==> config.mk <==
export PLATFORM = sky130hd
export DESIGN_NAME = gtw_timer
export DESIGN_NICKNAME = d
export VERILOG_FILES = /design/src/gtw_pkg.sv /design/src/gtw_timer.sv
export SDC_FILE = /design/constraint.sdc
export NUM_CORES = 1
export LEC_CHECK = 0
export BUFFER_PORTS_ARGS = -buffer_cell sky130_fd_sc_hd__buf_2
export CORE_AREA = 2 2 177 179
export CTS_BUF_LIST = sky130_fd_sc_hd__clkbuf_8
export DETAILED_ROUTE_END_ITERATION = 10
export DIE_AREA = 0 0 179 181
export PLACE_DENSITY_LB_ADDON = 0.25
export SLEW_MARGIN = 20
export SYNTH_ARGS = -nofsm -noshare
export SYNTH_HDL_FRONTEND = slang
export SYNTH_SLANG_ARGS = --single-unit
==> constraint.sdc <==
create_clock -name mclk_i -period 5.4 [get_ports mclk_i]
set_clock_uncertainty 0.05 [all_clocks]
set_input_delay 0.81 -clock mclk_i [delete_from_list [all_inputs] [get_ports mclk_i]]
set_output_delay 0.81 -clock mclk_i [all_outputs]
set_load 0.01 [all_outputs]
==> src/gtw_pkg.sv <==
// Constants, register map and bus carrier of the general timer and watchdog.
// Assumes one 50 MHz core clock and a synchronous, active-high reset.
package gtw_pkg;

   // Register byte addresses
   localparam logic [31:0] GT_LOAD_ADDR  = 32'hffff0320;
   localparam logic [31:0] GT_VALUE_ADDR = 32'hffff0324;
   localparam logic [31:0] GT_CTRL_ADDR  = 32'hffff0328;
   localparam logic [31:0] GT_CLR_ADDR   = 32'hffff032c;
   localparam logic [31:0] GT_CAP_ADDR   = 32'hffff0330;
   localparam logic [31:0] GT_CSEL_ADDR  = 32'hffff0334;
   localparam logic [31:0] WD_LOAD_ADDR  = 32'hffff0360;
   localparam logic [31:0] WD_VALUE_ADDR = 32'hffff0364;
   localparam logic [31:0] WD_CTRL_ADDR  = 32'hffff0368;
   localparam logic [31:0] WD_KICK_ADDR  = 32'hffff036c;
   localparam logic [31:0] STATUS_ADDR   = 32'hffff0370;

   // Reset values
   localparam logic [31:0] GT_VALUE_RST = 32'h0fffffff;
   localparam logic [15:0] WD_VALUE_RST = 16'hffff;

   // General timer control and capture-select fields
   localparam int GT_SRC_HI  = 10;
   localparam int GT_SRC_LO  = 9;
   localparam int GT_UP_BIT  = 8;
   localparam int GT_EN_BIT  = 7;
   localparam int GT_PER_BIT = 6;
   localparam int GT_FMT_HI  = 5;
   localparam int GT_FMT_LO  = 4;
   localparam int GT_PRE_HI  = 3;
   localparam int CSEL_EN_BIT   = 7;
   localparam int CSEL_GPIO_BIT = 8;

   // Watchdog control fields
   localparam int WD_EN_BIT  = 7;
   localparam int WD_PER_BIT = 6;
   localparam int WD_DOG_BIT = 5;
   localparam int WD_PRE_HI  = 3;
   localparam int WD_PRE_LO  = 2;
   localparam int WD_IRQ_BIT = 1;

   // Prescale codes and divisors
   localparam logic [3:0] PRE_16    = 4'h4;
   localparam logic [3:0] PRE_256   = 4'h8;
   localparam logic [3:0] PRE_32768 = 4'hf;
   localparam logic [14:0] DIV_16    = 15'h000f;
   localparam logic [14:0] DIV_256   = 15'h00ff;
   localparam logic [14:0] DIV_32768 = 15'h7fff;

   // Time-of-day field limits
   localparam logic [7:0] TOD_H23 = 8'h17;
   localparam logic [7:0] TOD_H255 = 8'hff;
   localparam logic [5:0] TOD_MS_MAX = 6'h3b;
   localparam logic [6:0] TOD_T_MAX = 7'h7f;

   typedef enum logic [1:0] {
      GTW_FMT_BIN, GTW_FMT_RSVD, GTW_FMT_TOD23, GTW_FMT_TOD255
   } gtw_fmt_t;

   typedef struct packed {
      logic [31:0] addr;
      logic [31:0] wdata;
      logic        wr;
      logic        rd;
   } gtw_bus_t;

endpackage

==> src/gtw_timer.sv <==
// General 32-bit timer with capture and a 16-bit timer with watchdog mode.
// Assumes a register master on mclk_i and slow clocks arriving unsynchronised.
`timescale 1ns/1ps

////////////////////////////////////////////////////////////////////////////
// Two-flop synchroniser with rising-edge pulse taken past the second flop
module gtw_sync_rise (
   input  wire logic mclk_i,
   input  wire logic rst_i,
   input  wire logic async_i,
   output logic      rise_o
);
   logic meta;
   logic stable;
   logic stable_d;

   // Only the second flop reads the first one
   always_ff @(posedge mclk_i) begin
      if (rst_i) begin
         meta     <= 1'b0;
         stable   <= 1'b0;
         stable_d <= 1'b0;
      end else begin
         meta     <= async_i;
         stable   <= meta;
         stable_d <= stable;
      end
   end

   assign rise_o = stable & ~stable_d;
endmodule

////////////////////////////////////////////////////////////////////////////
module gtw_timer
   import gtw_pkg::*;
#(
   parameter int N_IRQ = 32
) (
   input  wire logic             mclk_i,
   input  wire logic             rst_i,
   input  wire gtw_bus_t         bus_i,
   output logic [31:0]           rdata_o,
   input  wire logic             xtal_clk_i,
   input  wire logic             osc_clk_i,
   input  wire logic             gpio_clk_i,
   input  wire logic [N_IRQ-1:0] irq_src_i,
   output logic                  gt_irq_o,
   output logic                  wd_irq_o,
   output logic                  wd_reset_o,
   output logic                  adc_start_o
);

   logic [31:0] gt_load;
   logic [31:0] gt_val;
   logic [10:0] gt_ctl;
   logic [31:0] gt_cap;
   logic [8:0]  gt_csel;
   logic [14:0] gt_pre;
   logic [N_IRQ-1:0] irq_prev;
   logic [15:0] wd_load;
   logic [15:0] wd_val;
   logic [7:0]  wd_ctl;
   logic [7:0]  wd_pre;
   logic        wd_mode;
   logic [31:0] next_gt_val;
   logic [15:0] next_wd_val;

   ////////////////////////////////////////////////////////////////////////
   // Time-of-day step with carries between the packed fields
   function automatic logic [31:0] tod_step(input logic [31:0] v,
                                            input logic        up,
                                            input logic [7:0]  hmax);
      logic [7:0] h;
      logic [5:0] m;
      logic [5:0] s;
      logic [6:0] t;
      h = v[31:24];
      m = v[21:16];
      s = v[13:8];
      t = v[6:0];
      if (up) begin
         if (t != TOD_T_MAX) t = t + 7'h01;
         else begin
            t = 7'h00;
            if (s != TOD_MS_MAX) s = s + 6'h01;
            else begin
               s = 6'h00;
               if (m != TOD_MS_MAX) m = m + 6'h01;
               else begin
                  m = 6'h00;
                  h = (h == hmax) ? 8'h00 : h + 8'h01;
               end
            end
         end
      end else begin
         if (t != 7'h00) t = t - 7'h01;
         else begin
            t = TOD_T_MAX;
            if (s != 6'h00) s = s - 6'h01;
            else begin
               s = TOD_MS_MAX;
               if (m != 6'h00) m = m - 6'h01;
               else begin
                  m = TOD_MS_MAX;
                  h = (h == 8'h00) ? hmax : h - 8'h01;
               end
            end
         end
      end
      // Reserved gaps always come out as zero from the step
      tod_step = {h, 2'b00, m, 2'b00, s, 1'b0, t};
   endfunction

   ////////////////////////////////////////////////////////////////////////
   // Register decode
   wire wr_gt_load = bus_i.wr && bus_i.addr == GT_LOAD_ADDR;
   wire wr_gt_ctl  = bus_i.wr && bus_i.addr == GT_CTRL_ADDR;
   wire wr_gt_clr  = bus_i.wr && bus_i.addr == GT_CLR_ADDR;
   wire wr_gt_csel = bus_i.wr && bus_i.addr == GT_CSEL_ADDR;
   // enabling write starts the count from the load value
   wire gt_start   = wr_gt_ctl && bus_i.wdata[GT_EN_BIT];
   wire wr_wd_load = bus_i.wr && bus_i.addr == WD_LOAD_ADDR && !wd_mode;
   wire wr_wd_ctl  = bus_i.wr && bus_i.addr == WD_CTRL_ADDR && !wd_mode;
   wire wr_wd_kick = bus_i.wr && bus_i.addr == WD_KICK_ADDR;
   wire wd_enter   = wr_wd_ctl && bus_i.wdata[WD_DOG_BIT];

   ////////////////////////////////////////////////////////////////////////
   // Slow clock edges; core clock needs no crossing
   logic xtal_rise;
   logic osc_rise;
   logic gpio_rise;

   gtw_sync_rise u_sync_xtal (
      .mclk_i  (mclk_i),
      .rst_i   (rst_i),
      .async_i (xtal_clk_i),
      .rise_o  (xtal_rise)
   );
   gtw_sync_rise u_sync_osc (
      .mclk_i  (mclk_i),
      .rst_i   (rst_i),
      .async_i (osc_clk_i),
      .rise_o  (osc_rise)
   );
   gtw_sync_rise u_sync_gpio (
      .mclk_i  (mclk_i),
      .rst_i   (rst_i),
      .async_i (gpio_clk_i),
      .rise_o  (gpio_rise)
   );

   ////////////////////////////////////////////////////////////////////////
   // General timer source and prescaler
   wire [1:0] gt_src  = gt_ctl[GT_SRC_HI:GT_SRC_LO];
   wire [3:0] gt_pcode = gt_ctl[GT_PRE_HI:0];
   wire       ext_rise = gt_csel[CSEL_GPIO_BIT] ? gpio_rise : xtal_rise;
   wire gt_src_tick = (gt_src == 2'b11) ? 1'b1 :
                      (gt_src == 2'b10) ? osc_rise : ext_rise;
   // divisor; unlisted codes divide by one
   wire [14:0] gt_div = (gt_pcode == PRE_16)    ? DIV_16 :
                        (gt_pcode == PRE_256)   ? DIV_256 :
                        (gt_pcode == PRE_32768) ? DIV_32768 : 15'h0000;
   wire gt_tick = gt_src_tick && gt_pre >= gt_div;
   wire gt_adv  = gt_tick && gt_ctl[GT_EN_BIT];

   ////////////////////////////////////////////////////////////////////////
   // General timer next value
   wire       gt_up  = gt_ctl[GT_UP_BIT];
   wire       gt_per = gt_ctl[GT_PER_BIT];
   wire [1:0] gt_fmt = gt_ctl[GT_FMT_HI:GT_FMT_LO];
   wire       gt_tod = gt_fmt == GTW_FMT_TOD23 || gt_fmt == GTW_FMT_TOD255;
   wire [7:0] gt_hmax = (gt_fmt == GTW_FMT_TOD23) ? TOD_H23 : TOD_H255;
   wire [31:0] gt_full = gt_tod ? {gt_hmax, 2'b00, TOD_MS_MAX, 2'b00,
                                   TOD_MS_MAX, 1'b0, TOD_T_MAX}
                                : 32'hffffffff;
   wire gt_at_end = gt_up ? (gt_val == gt_full) : (gt_val == 32'h00000000);
   wire [31:0] gt_step = gt_tod ? tod_step(gt_val, gt_up, gt_hmax) :
                         gt_up  ? gt_val + 32'h00000001
                                : gt_val - 32'h00000001;
   wire [31:0] gt_wrap = gt_per ? gt_load :
                         gt_up  ? 32'h00000000 : gt_full;
   assign next_gt_val = gt_start ? gt_load :
                        !gt_adv ? gt_val : gt_at_end ? gt_wrap : gt_step;
   wire gt_hit = gt_adv && !gt_start && (gt_up ? next_gt_val == gt_full
                                               : next_gt_val == 32'h00000000);

   // Capture on each rising edge of the selected source
   wire [4:0] cap_idx  = gt_csel[4:0];
   wire       cap_rise = gt_csel[CSEL_EN_BIT] && irq_src_i[cap_idx]
                         && !irq_prev[cap_idx];

   ////////////////////////////////////////////////////////////////////////
   // General timer registers
   always_ff @(posedge mclk_i) begin
      if (rst_i) begin
         gt_load     <= '0;
         gt_val      <= GT_VALUE_RST;
         gt_ctl      <= '0;
         gt_csel     <= '0;
         gt_cap      <= '0;
         gt_pre      <= '0;
         irq_prev    <= '0;
         gt_irq_o    <= 1'b0;
         adc_start_o <= 1'b0;
      end else begin
         if (wr_gt_load) gt_load <= bus_i.wdata;
         if (wr_gt_ctl) gt_ctl <= bus_i.wdata[10:0];
         if (wr_gt_csel) gt_csel <= bus_i.wdata[8:0];
         // Restart prescale on reconfiguration
         if (wr_gt_ctl || gt_tick) gt_pre <= '0;
         else if (gt_src_tick) gt_pre <= gt_pre + 15'h0001;
         gt_val   <= next_gt_val;
         irq_prev <= irq_src_i;
         if (cap_rise) gt_cap <= gt_val;
         if (gt_hit) gt_irq_o <= 1'b1;
         else if (wr_gt_clr) gt_irq_o <= 1'b0;
         adc_start_o <= gt_hit;
      end
   end

   ////////////////////////////////////////////////////////////////////////
   // Watchdog-capable timer
   wire [1:0] wd_pcode = wd_ctl[WD_PRE_HI:WD_PRE_LO];
   // divide 1, 16 or 256; code 11 acts as 00
   wire [7:0] wd_div = (wd_pcode == 2'b01) ? DIV_16[7:0] :
                       (wd_pcode == 2'b10) ? DIV_256[7:0] : 8'h00;
   wire wd_tick = osc_rise && wd_pre >= wd_div;
   wire wd_adv  = wd_tick && (wd_ctl[WD_EN_BIT] || wd_mode);
   wire wd_reld = wd_ctl[WD_PER_BIT] || wd_mode;
   assign next_wd_val = wd_enter                 ? wd_load :
                        (wr_wd_kick && wd_mode)  ? wd_load :
                        !wd_adv                  ? wd_val :
                        (wd_val == 16'h0000)     ? (wd_reld ? wd_load
                                                            : 16'hffff)
                                                 : wd_val - 16'h0001;
   wire wd_hit = wd_adv && !wd_enter && !(wr_wd_kick && wd_mode)
                 && next_wd_val == 16'h0000;
   wire wd_to_irq = wd_hit && (!wd_mode || wd_ctl[WD_IRQ_BIT]);
   wire wd_to_rst = wd_hit && wd_mode && !wd_ctl[WD_IRQ_BIT];

   always_ff @(posedge mclk_i) begin
      if (rst_i) begin
         wd_load    <= '0;
         wd_val     <= WD_VALUE_RST;
         wd_ctl     <= '0;
         wd_pre     <= '0;
         wd_mode    <= 1'b0;
         wd_irq_o   <= 1'b0;
         wd_reset_o <= 1'b0;
      end else begin
         if (wr_wd_load) wd_load <= bus_i.wdata[15:0];
         if (wr_wd_ctl) wd_ctl <= bus_i.wdata[7:0];
         if (wd_enter) wd_mode <= 1'b1;
         if (wr_wd_ctl || wd_tick) wd_pre <= '0;
         else if (osc_rise) wd_pre <= wd_pre + 8'h01;
         wd_val <= next_wd_val;
         if (wd_to_irq) wd_irq_o <= 1'b1;
         else if (wr_wd_kick) wd_irq_o <= 1'b0;
         wd_reset_o <= wd_to_rst;
      end
   end

   ////////////////////////////////////////////////////////////////////////
   // Read data, valid only in the cycle after the read strobe
   // live value readback
   wire [31:0] next_rdata =
      !bus_i.rd                     ? 32'h00000000 :
      bus_i.addr == GT_LOAD_ADDR    ? gt_load :
      bus_i.addr == GT_VALUE_ADDR   ? gt_val :
      bus_i.addr == GT_CTRL_ADDR    ? {21'h000000, gt_ctl} :
      bus_i.addr == GT_CAP_ADDR     ? gt_cap :
      bus_i.addr == GT_CSEL_ADDR    ? {23'h000000, gt_csel} :
      bus_i.addr == WD_LOAD_ADDR    ? {16'h0000, wd_load} :
      bus_i.addr == WD_VALUE_ADDR   ? {16'h0000, wd_val} :
      bus_i.addr == WD_CTRL_ADDR    ? {24'h000000, wd_ctl} :
      bus_i.addr == STATUS_ADDR     ? {29'h00000000, wd_mode,
                                       wd_irq_o, gt_irq_o}
                                    : 32'h00000000;

   always_ff @(posedge mclk_i) begin
      if (rst_i) rdata_o <= '0;
      else rdata_o <= next_rdata;
   end
endmodule

==> impl_metrics.csv, run 1 <==
group,metric,value,unit
critical_path,crit_type,"reg -> reg",
floorplanning,fp.dieArea,0.0324,mm2
clocking,cts_made_buffers,43,
clocking,clock_latency,590,ps
job,cap_violations,0,
synth,synth_area,0.0162,mm2
cells_and_area,layout.nets,2361,
critical_path,r2r_end,"gt_irq_o",
critical_path,required,5880,ps
timing,finalHoldViolations,0,
timing,drv_slew,0,
pwr,power.leakage,7.13,nW
synth,avgSynthCellArea,7.68,um2
timing,setup_tns,0,ps
timing,relSlewSlack,0.178,
grt,grt_pass1_wl,90000,um
hold_path,hold_path_depth,1,
placement,dp_hpwl,43100,um
synth,ys_seq_area_frac,0.318,
cells_and_area,finish.instance_area,0.0180,mm2
grt,grt_max_degree,80,
clocking,cts.sinks,257,
clocking,cts_tree,"done",
timing,tightest_slew,1230,ps
timing,rsz0062_at_grt,"false",
pwr,peakVddDrop,0.239,mV
synth,syn-num-nets,2277,
grt,antenna_found_initial,5,
drt,routed_via_density,6.55,
floorplanning,core_area,0.0303,mm2
critical_path,cp-end-kind,"flip-flop",
placement,place_inst,2541,
synth,synth_ff_type,"dfxtp_1",
pwr,power_per_cell_area,219,mW/mm2
synth,synth_edf_count,0,
drt,dr.first_iter.drc_count,2085,
drt,ant_nets,0,
drt,drt_pass1_iterations,7,
timing,period_needed,4780,ps
floorplanning,rows,64,
timing,layout_setup_ws,625,ps
critical_path,worstPathArrival,5250,ps
clocking,cts_setup_buffers,0,
critical_path,ff2ff_path_depth,16,
critical_path,path_max_fanout,26,
outcome,status,"finished clean",
critical_path,cp-start-kind,"flip-flop",
grt,grt_pass1_vias,15800,
clocking,clk_pin_slew_worst_paths,60,ps
floorplanning,start_util,0.533,
synth,ys_async_sr_fraction,0,
synth,yosys_register_bits,257,
drt,drc,0,
clocking,cts-root-buf,"clkbuf_8",
cells_and_area,synthToLayoutAreaGrowth,11.5,%
drt,wl_per_cell,22.2,um
synth,ys.warnings.count,0,
synth,syn_inst,2106,
timing,max_freq,0.209,GHz
floorplanning,die_h,181,um
hold_path,hold_end,"u_sync_gpio.stable",
cells_and_area,fin_cells,2620,
floorplanning,die_x,179,um
critical_path,r2r-start,"gt_ctl[1]",
clocking,cts_resized,0,
cells_and_area,final_util,0.594,
grt,grt_usage,0.354,
hold_path,hold_path_class,"reg -> reg",
critical_path,timing.reg2reg.setup_slack,620,ps
clocking,h-tree-depth,2,
drt,routed_wl,58200,um
cells_and_area,drive_gt1_frac,0.140,
placement,port_buffers,138,
timing,finalSetupViolCount,0,
hold_path,min-delay-start,"u_sync_gpio.meta",
synth,yosysUniqueCellTypes,102,
timing,fin_crit_sh,0.884,
placement,dpl_cell_area,0.0171,mm2
placement,pre_cts_slack,669,ps
floorplanning,io_pins,139,
grt,grt_overflow,0,
clocking,clock_path_buffers,3,
clocking,cts-hold-fix-buffers,0,
placement,gp_congestion,1.03,
drt,vias,17200,
[Yosys cell counts (all sizes together), types with 6 or more instances]
library cell / instances / share of area
a211o: 9 / 0.0049
a211oi: 26 / 0.012
a21o: 14 / 0.0065
a21oi: 209 / 0.065
a221o: 6 / 0.0037
a221oi: 12 / 0.0073
a222oi: 25 / 0.015
a22oi: 27 / 0.013
a311oi: 6 / 0.0032
a31oi: 12 / 0.0046
and2: 14 / 0.0056
and3: 30 / 0.012
and4: 12 / 0.0065
buf: 31 / 0.011
clkbuf: 104 / 0.024
dfxtp: 257 / 0.32
ha: 67 / 0.052
inv: 66 / 0.015
mux2i: 42 / 0.027
nand2: 271 / 0.064
nand2b: 27 / 0.010
nand3: 57 / 0.018
nand3b: 8 / 0.0039
nand4: 51 / 0.021
nor2: 217 / 0.051
nor2b: 37 / 0.014
nor3: 50 / 0.017
nor3b: 8 / 0.0050
nor4: 23 / 0.0097
o2111ai: 7 / 0.0038
o211ai: 15 / 0.0073
o21a: 11 / 0.0051
o21ai: 112 / 0.035
o21bai: 9 / 0.0044
o221ai: 6 / 0.0032
o22ai: 20 / 0.0077
o31ai: 12 / 0.0056
o32ai: 19 / 0.010
or2: 25 / 0.0098
or3: 19 / 0.0077
or4: 10 / 0.0053
xnor2: 28 / 0.015
xor2: 24 / 0.013
[kinds of logic after synthesis]
logic type                 share of synthesized area
adders and majority gates                     0.0531
and+or+nand+nor                                0.270
muxes                                         0.0358
xor gates and xnor gates                      0.0282
DFF                                            0.318
buffers and inverters                         0.0505
AOI/OAI and AO/OA                              0.244
[worst max path at each step]
stage                    from       end  slack [ps]  cells past startpoint
detailed placement  gt_ctl[1]  gt_irq_o         670                     16
global route        gt_ctl[2]  gt_irq_o         270                     16
global placement    gt_ctl[1]  gt_irq_o         770                     16
CTS                 gt_ctl[1]  gt_irq_o         670                     16
finish              gt_ctl[1]  gt_irq_o         620                     16
floorplan           gt_ctl[8]  gt_irq_o         880                     15
[sequential cells by signal, summed over array words and instances, names as in the netlist, 8 cells and up]
register and count:
wd_val 16, gt_load 32, gt_pre 15, gt_ctl 11
gt_cap 32, rdata_o 32, irq_prev 32, wd_ctl 8
wd_pre 8, gt_val 32, gt_csel 9, wd_load 16
[layer usage]
layer  up-vias  global-route usage  share of wire
li1       7893                   -              -
met1      8141               0.514           0.43
met2      1003               0.517           0.42
met3       133              0.0871           0.12
met4         0               0.102          0.027
met5         -                   0              0
[report_power, final]
part	switching (mW)	internal (mW)	total (mW)
Combinational	0.0846	0.0539	0.138
Sequential	0.00499	1.91	1.92
Clock	0.835	1.05	1.89
Total	0.925	3.02	3.94
[stage by stage]
stage          total power, mW  hold WS (ps)
6_report                  3.94           383
3_5_place_dp              2.09           372
2_1_floorplan             2.02           364
3_3_place_gp              2.09           367
5_1_grt                   4.07           375
4_1_cts                   3.96           370
[worst max-delay path: stages (launching register included)]
cell and delay, ps:
dfxtp_1 440, nand4_1 350, o31ai_1 230, inv_1 140, ha_1 300, nand4_1 100
nor3_1 50, or3_1 360, a32o_1 340, nor2_4 580, o31ai_1 210, o22ai_1 160
o21ai_0 240, nor4_2 360, nand4b_1 160, or4_4 550, nand3_1 90
[layout make-up]
type	instances	area, um2
fill	2853	12300
antenna	3	7.51
sequential	257	5150
multi-input combinational	1648	10200
inverter	66	248
clock inverter	19	158
clock buffer	57	785
timing repair buffer	174	967
tap	396	495
[placed cells by master (no fill, tap or decap), types with 14 or more instances in the layout]
master and count:
o21ai_1 20, nor4_1 21, xor2_1 24, o21ai_0 91, nand2b_1 27, o211ai_1 14
and3_1 30, nand4_1 50, ha_1 67, nand2_1 267, a222oi_1 25, or3_1 18
buf_4 36, buf_2 137, mux2i_1 41, a211oi_1 26, dfxtp_1 256, a22oi_1 27
nor2_1 214, a21oi_1 208, nor3_1 43, nand3_1 57, or2_2 22, xnor2_1 28
a21o_1 14, o22ai_1 20, inv_1 75, clkbuf_8 57, o32ai_1 19, nor2b_1 37
No activity file was read; power rests on OpenSTA's default activity.
==> run 2, diff against run 1 <==
- CORE_AREA: 2 2 177 179 -> 2 2 205 207
- DIE_AREA: 0 0 179 181 -> 0 0 207 209
- REMOVE_ABC_BUFFERS: unset -> 1
- clock period: 5.4 -> 6.1 ns (I/O delays scaled with it)
==> run 2 against run 1 <==
Compared with the run above:
- cell count up 5.3%
- sequential cell count unchanged
- total power down 12%
- sequential share of layout area down 0.22 points
- critical path depth unchanged
- final area up 0.76%
- first-iteration DRC count down 2.3%
- clock-buffer cell count down 3
- clock power down 12%
- worst setup slack better by 660 ps
- largest cell class unchanged
- die area up 34%
- non-clock buffer count down 6
==> impl_metrics.csv, run 2 (synthesis results as in run 1) <==
group,metric,value,unit
outcome,status,"finished clean",
timing,relSlewSlack,0.349,
critical_path,worstPathArrival,5290,ps
cells_and_area,final_cell_mix,"267 x nand2_1, 256 x dfxtp_1, 214 x nor2_1, 208 x a21oi_1, 137 x buf_2",
critical_path,cp-startpoint,"gt_ctl[1]",
critical_path,crit_path_top_delay_cell,"nor2_4",
drt,top_layer,"met4",
pwr,peakVddDrop,0.334,mV
timing,finalHoldViolations,0,
drt,wl_per_cell,21.9,um
critical_path,cp-start-kind,"flip-flop",
clocking,clk_pin_slew_worst_paths,70,ps
clocking,cts.sinks,257,
floorplanning,rows,75,
job,cap_violations,0,
floorplanning,start_util,0.392,
timing,finalSetupViolCount,0,
clocking,h-tree-depth,2,
placement,port_buffers,138,
placement,dp_hpwl,44500,um
clocking,cts_made_buffers,44,
floorplanning,fp.dieArea,0.0433,mm2
timing,fin_crit_sh,0.790,
timing,fin_hold_ws,397,ps
drt,drt_pass1_iterations,8,
drt,vias,16800,
timing,max_freq,0.208,GHz
clocking,clock_path_buffers,3,
cells_and_area,finish.instance_area,0.0182,mm2
timing,setup_tns,0,ps
critical_path,path_max_fanout,26,
grt,grt_pass1_wl,93500,um
drt,dr.first_iter.drc_count,2038,
critical_path,cpPeakStageDelay,600,ps
cells_and_area,final.fill_count,4302,
clocking,cts_resized,0,
grt,antenna_found_initial,0,
grt,grt_usage,0.270,
timing,drv_slew,0,
critical_path,timing.reg2reg.setup_slack,1280,ps
cells_and_area,drive_gt1_frac,0.135,
placement,pre_cts_slack,1350,ps
hold_path,hold_path_class,"reg -> reg",
timing,period_needed,4820,ps
critical_path,crit_buf_inv,1,
clocking,cts_tree,"done",
grt,grt_overflow,0,
pwr,power_per_cell_area,191,mW/mm2
cells_and_area,diodes,0,
floorplanning,core_area,0.0413,mm2
timing,tightest_slew,973,ps
drt,wl_met1,25300,um
drt,ant_nets,0,
placement,dpl_cell_area,0.0172,mm2
drt,routed_via_density,6.10,
drt,routed_wl,60500,um
drt,wl_met2,27500,um
drt,wl_met3,4870,um
timing,rsz0062_at_grt,"false",
hold_path,min-delay-start,"u_sync_xtal.meta",
cells_and_area,layout.nets,2356,
pwr,power.leakage,7.14,nW
placement,gp_congestion,0.979,
clocking,cts-hold-fix-buffers,0,
grt,grt_pass1_vias,15900,
floorplanning,die_h,209,um
critical_path,cp-end-kind,"flip-flop",
floorplanning,die_x,207,um
clocking,clock_latency,590,ps
grt,grt_max_degree,121,
clocking,cts-root-buf,"clkbuf_8",
timing,layout_setup_ws,1280,ps
cells_and_area,final_common_cell,"nand2_1",
cells_and_area,synthToLayoutAreaGrowth,12.4,%
critical_path,r2r-start,"gt_ctl[1]",
critical_path,crit_chain,"nand4_1 -> o31ai_1 -> inv_1 -> ha_1 -> nand4_1 -> nor3_1 -> or3_1 -> a32o_1 -> nor2_4 -> o31ai_1 -> o22ai_1 -> o21ai_0 -> nor4_2 -> nand4b_1 -> or4_4 -> nand3_1",
drt,drc,0,
critical_path,required,6580,ps
critical_path,crit_type,"reg -> reg",
clocking,cts_setup_buffers,0,
floorplanning,io_pins,139,
critical_path,cp_top_family,"simple AND/OR/NAND/NOR gates",
run 2: cell count changes in the layout (fill, tap and decap cells not counted):
cell / previous run / this run
bufinv_16: 2 / 3
clkbuf_8: 57 / 54
buf_4: 36 / 29
nor3_4: 1 / 2
buf_12: 0 / 1
inv_1: 75 / 85
inv_12: 1 / 0
clkinvlp_4: 0 / 2
diode_2: 3 / 0
nor3_1: 43 / 42
inv_8: 2 / 0
clkinv_2: 5 / 2
run 2: power by group:
part           internal, mW  total, mW  leakage, nW  switching (mW)
sequential             1.69       1.70         2.08         0.00485
combinational        0.0480      0.122         4.52          0.0742
clock                 0.925       1.66        0.540           0.734
total                  2.67       3.48         7.14           0.813
run 2: final timing paths:
kind / end / cells after the start
setup / recovery: gt_irq_o / 16
hold / removal: u_sync_xtal.stable / 1
setup reg to reg: gt_irq_o / 16
hold reg to reg: u_sync_xtal.stable / 1
run 2: area by class of cell:
class,count,area (um2),share of cell area
Clock buffer,54,743,0.0409
Clock inverter,26,186,0.0103
Inverter,66,248,0.0136
Multi-Input combinational cell,1648,10200,0.564
Sequential cell,257,5150,0.283
Tap cell,539,674,0.0371
Timing Repair Buffer,168,935,0.0514
run 2: metrics by stage:
stage,std cells,power (mW),util
floorplan,1971,1.77,-
global placement,2678,1.85,0.418
detailed placement,2678,1.86,0.418
CTS,2758,3.51,0.440
global route,2758,3.60,0.440
finish,2758,3.48,0.440
run 2: metal layers:
metal,vias to the layer above,track usage
met4,0,0.124
met5,-,0
met3,181,0.0418
met1,7959,0.357
li1,7890,-
met2,804,0.434
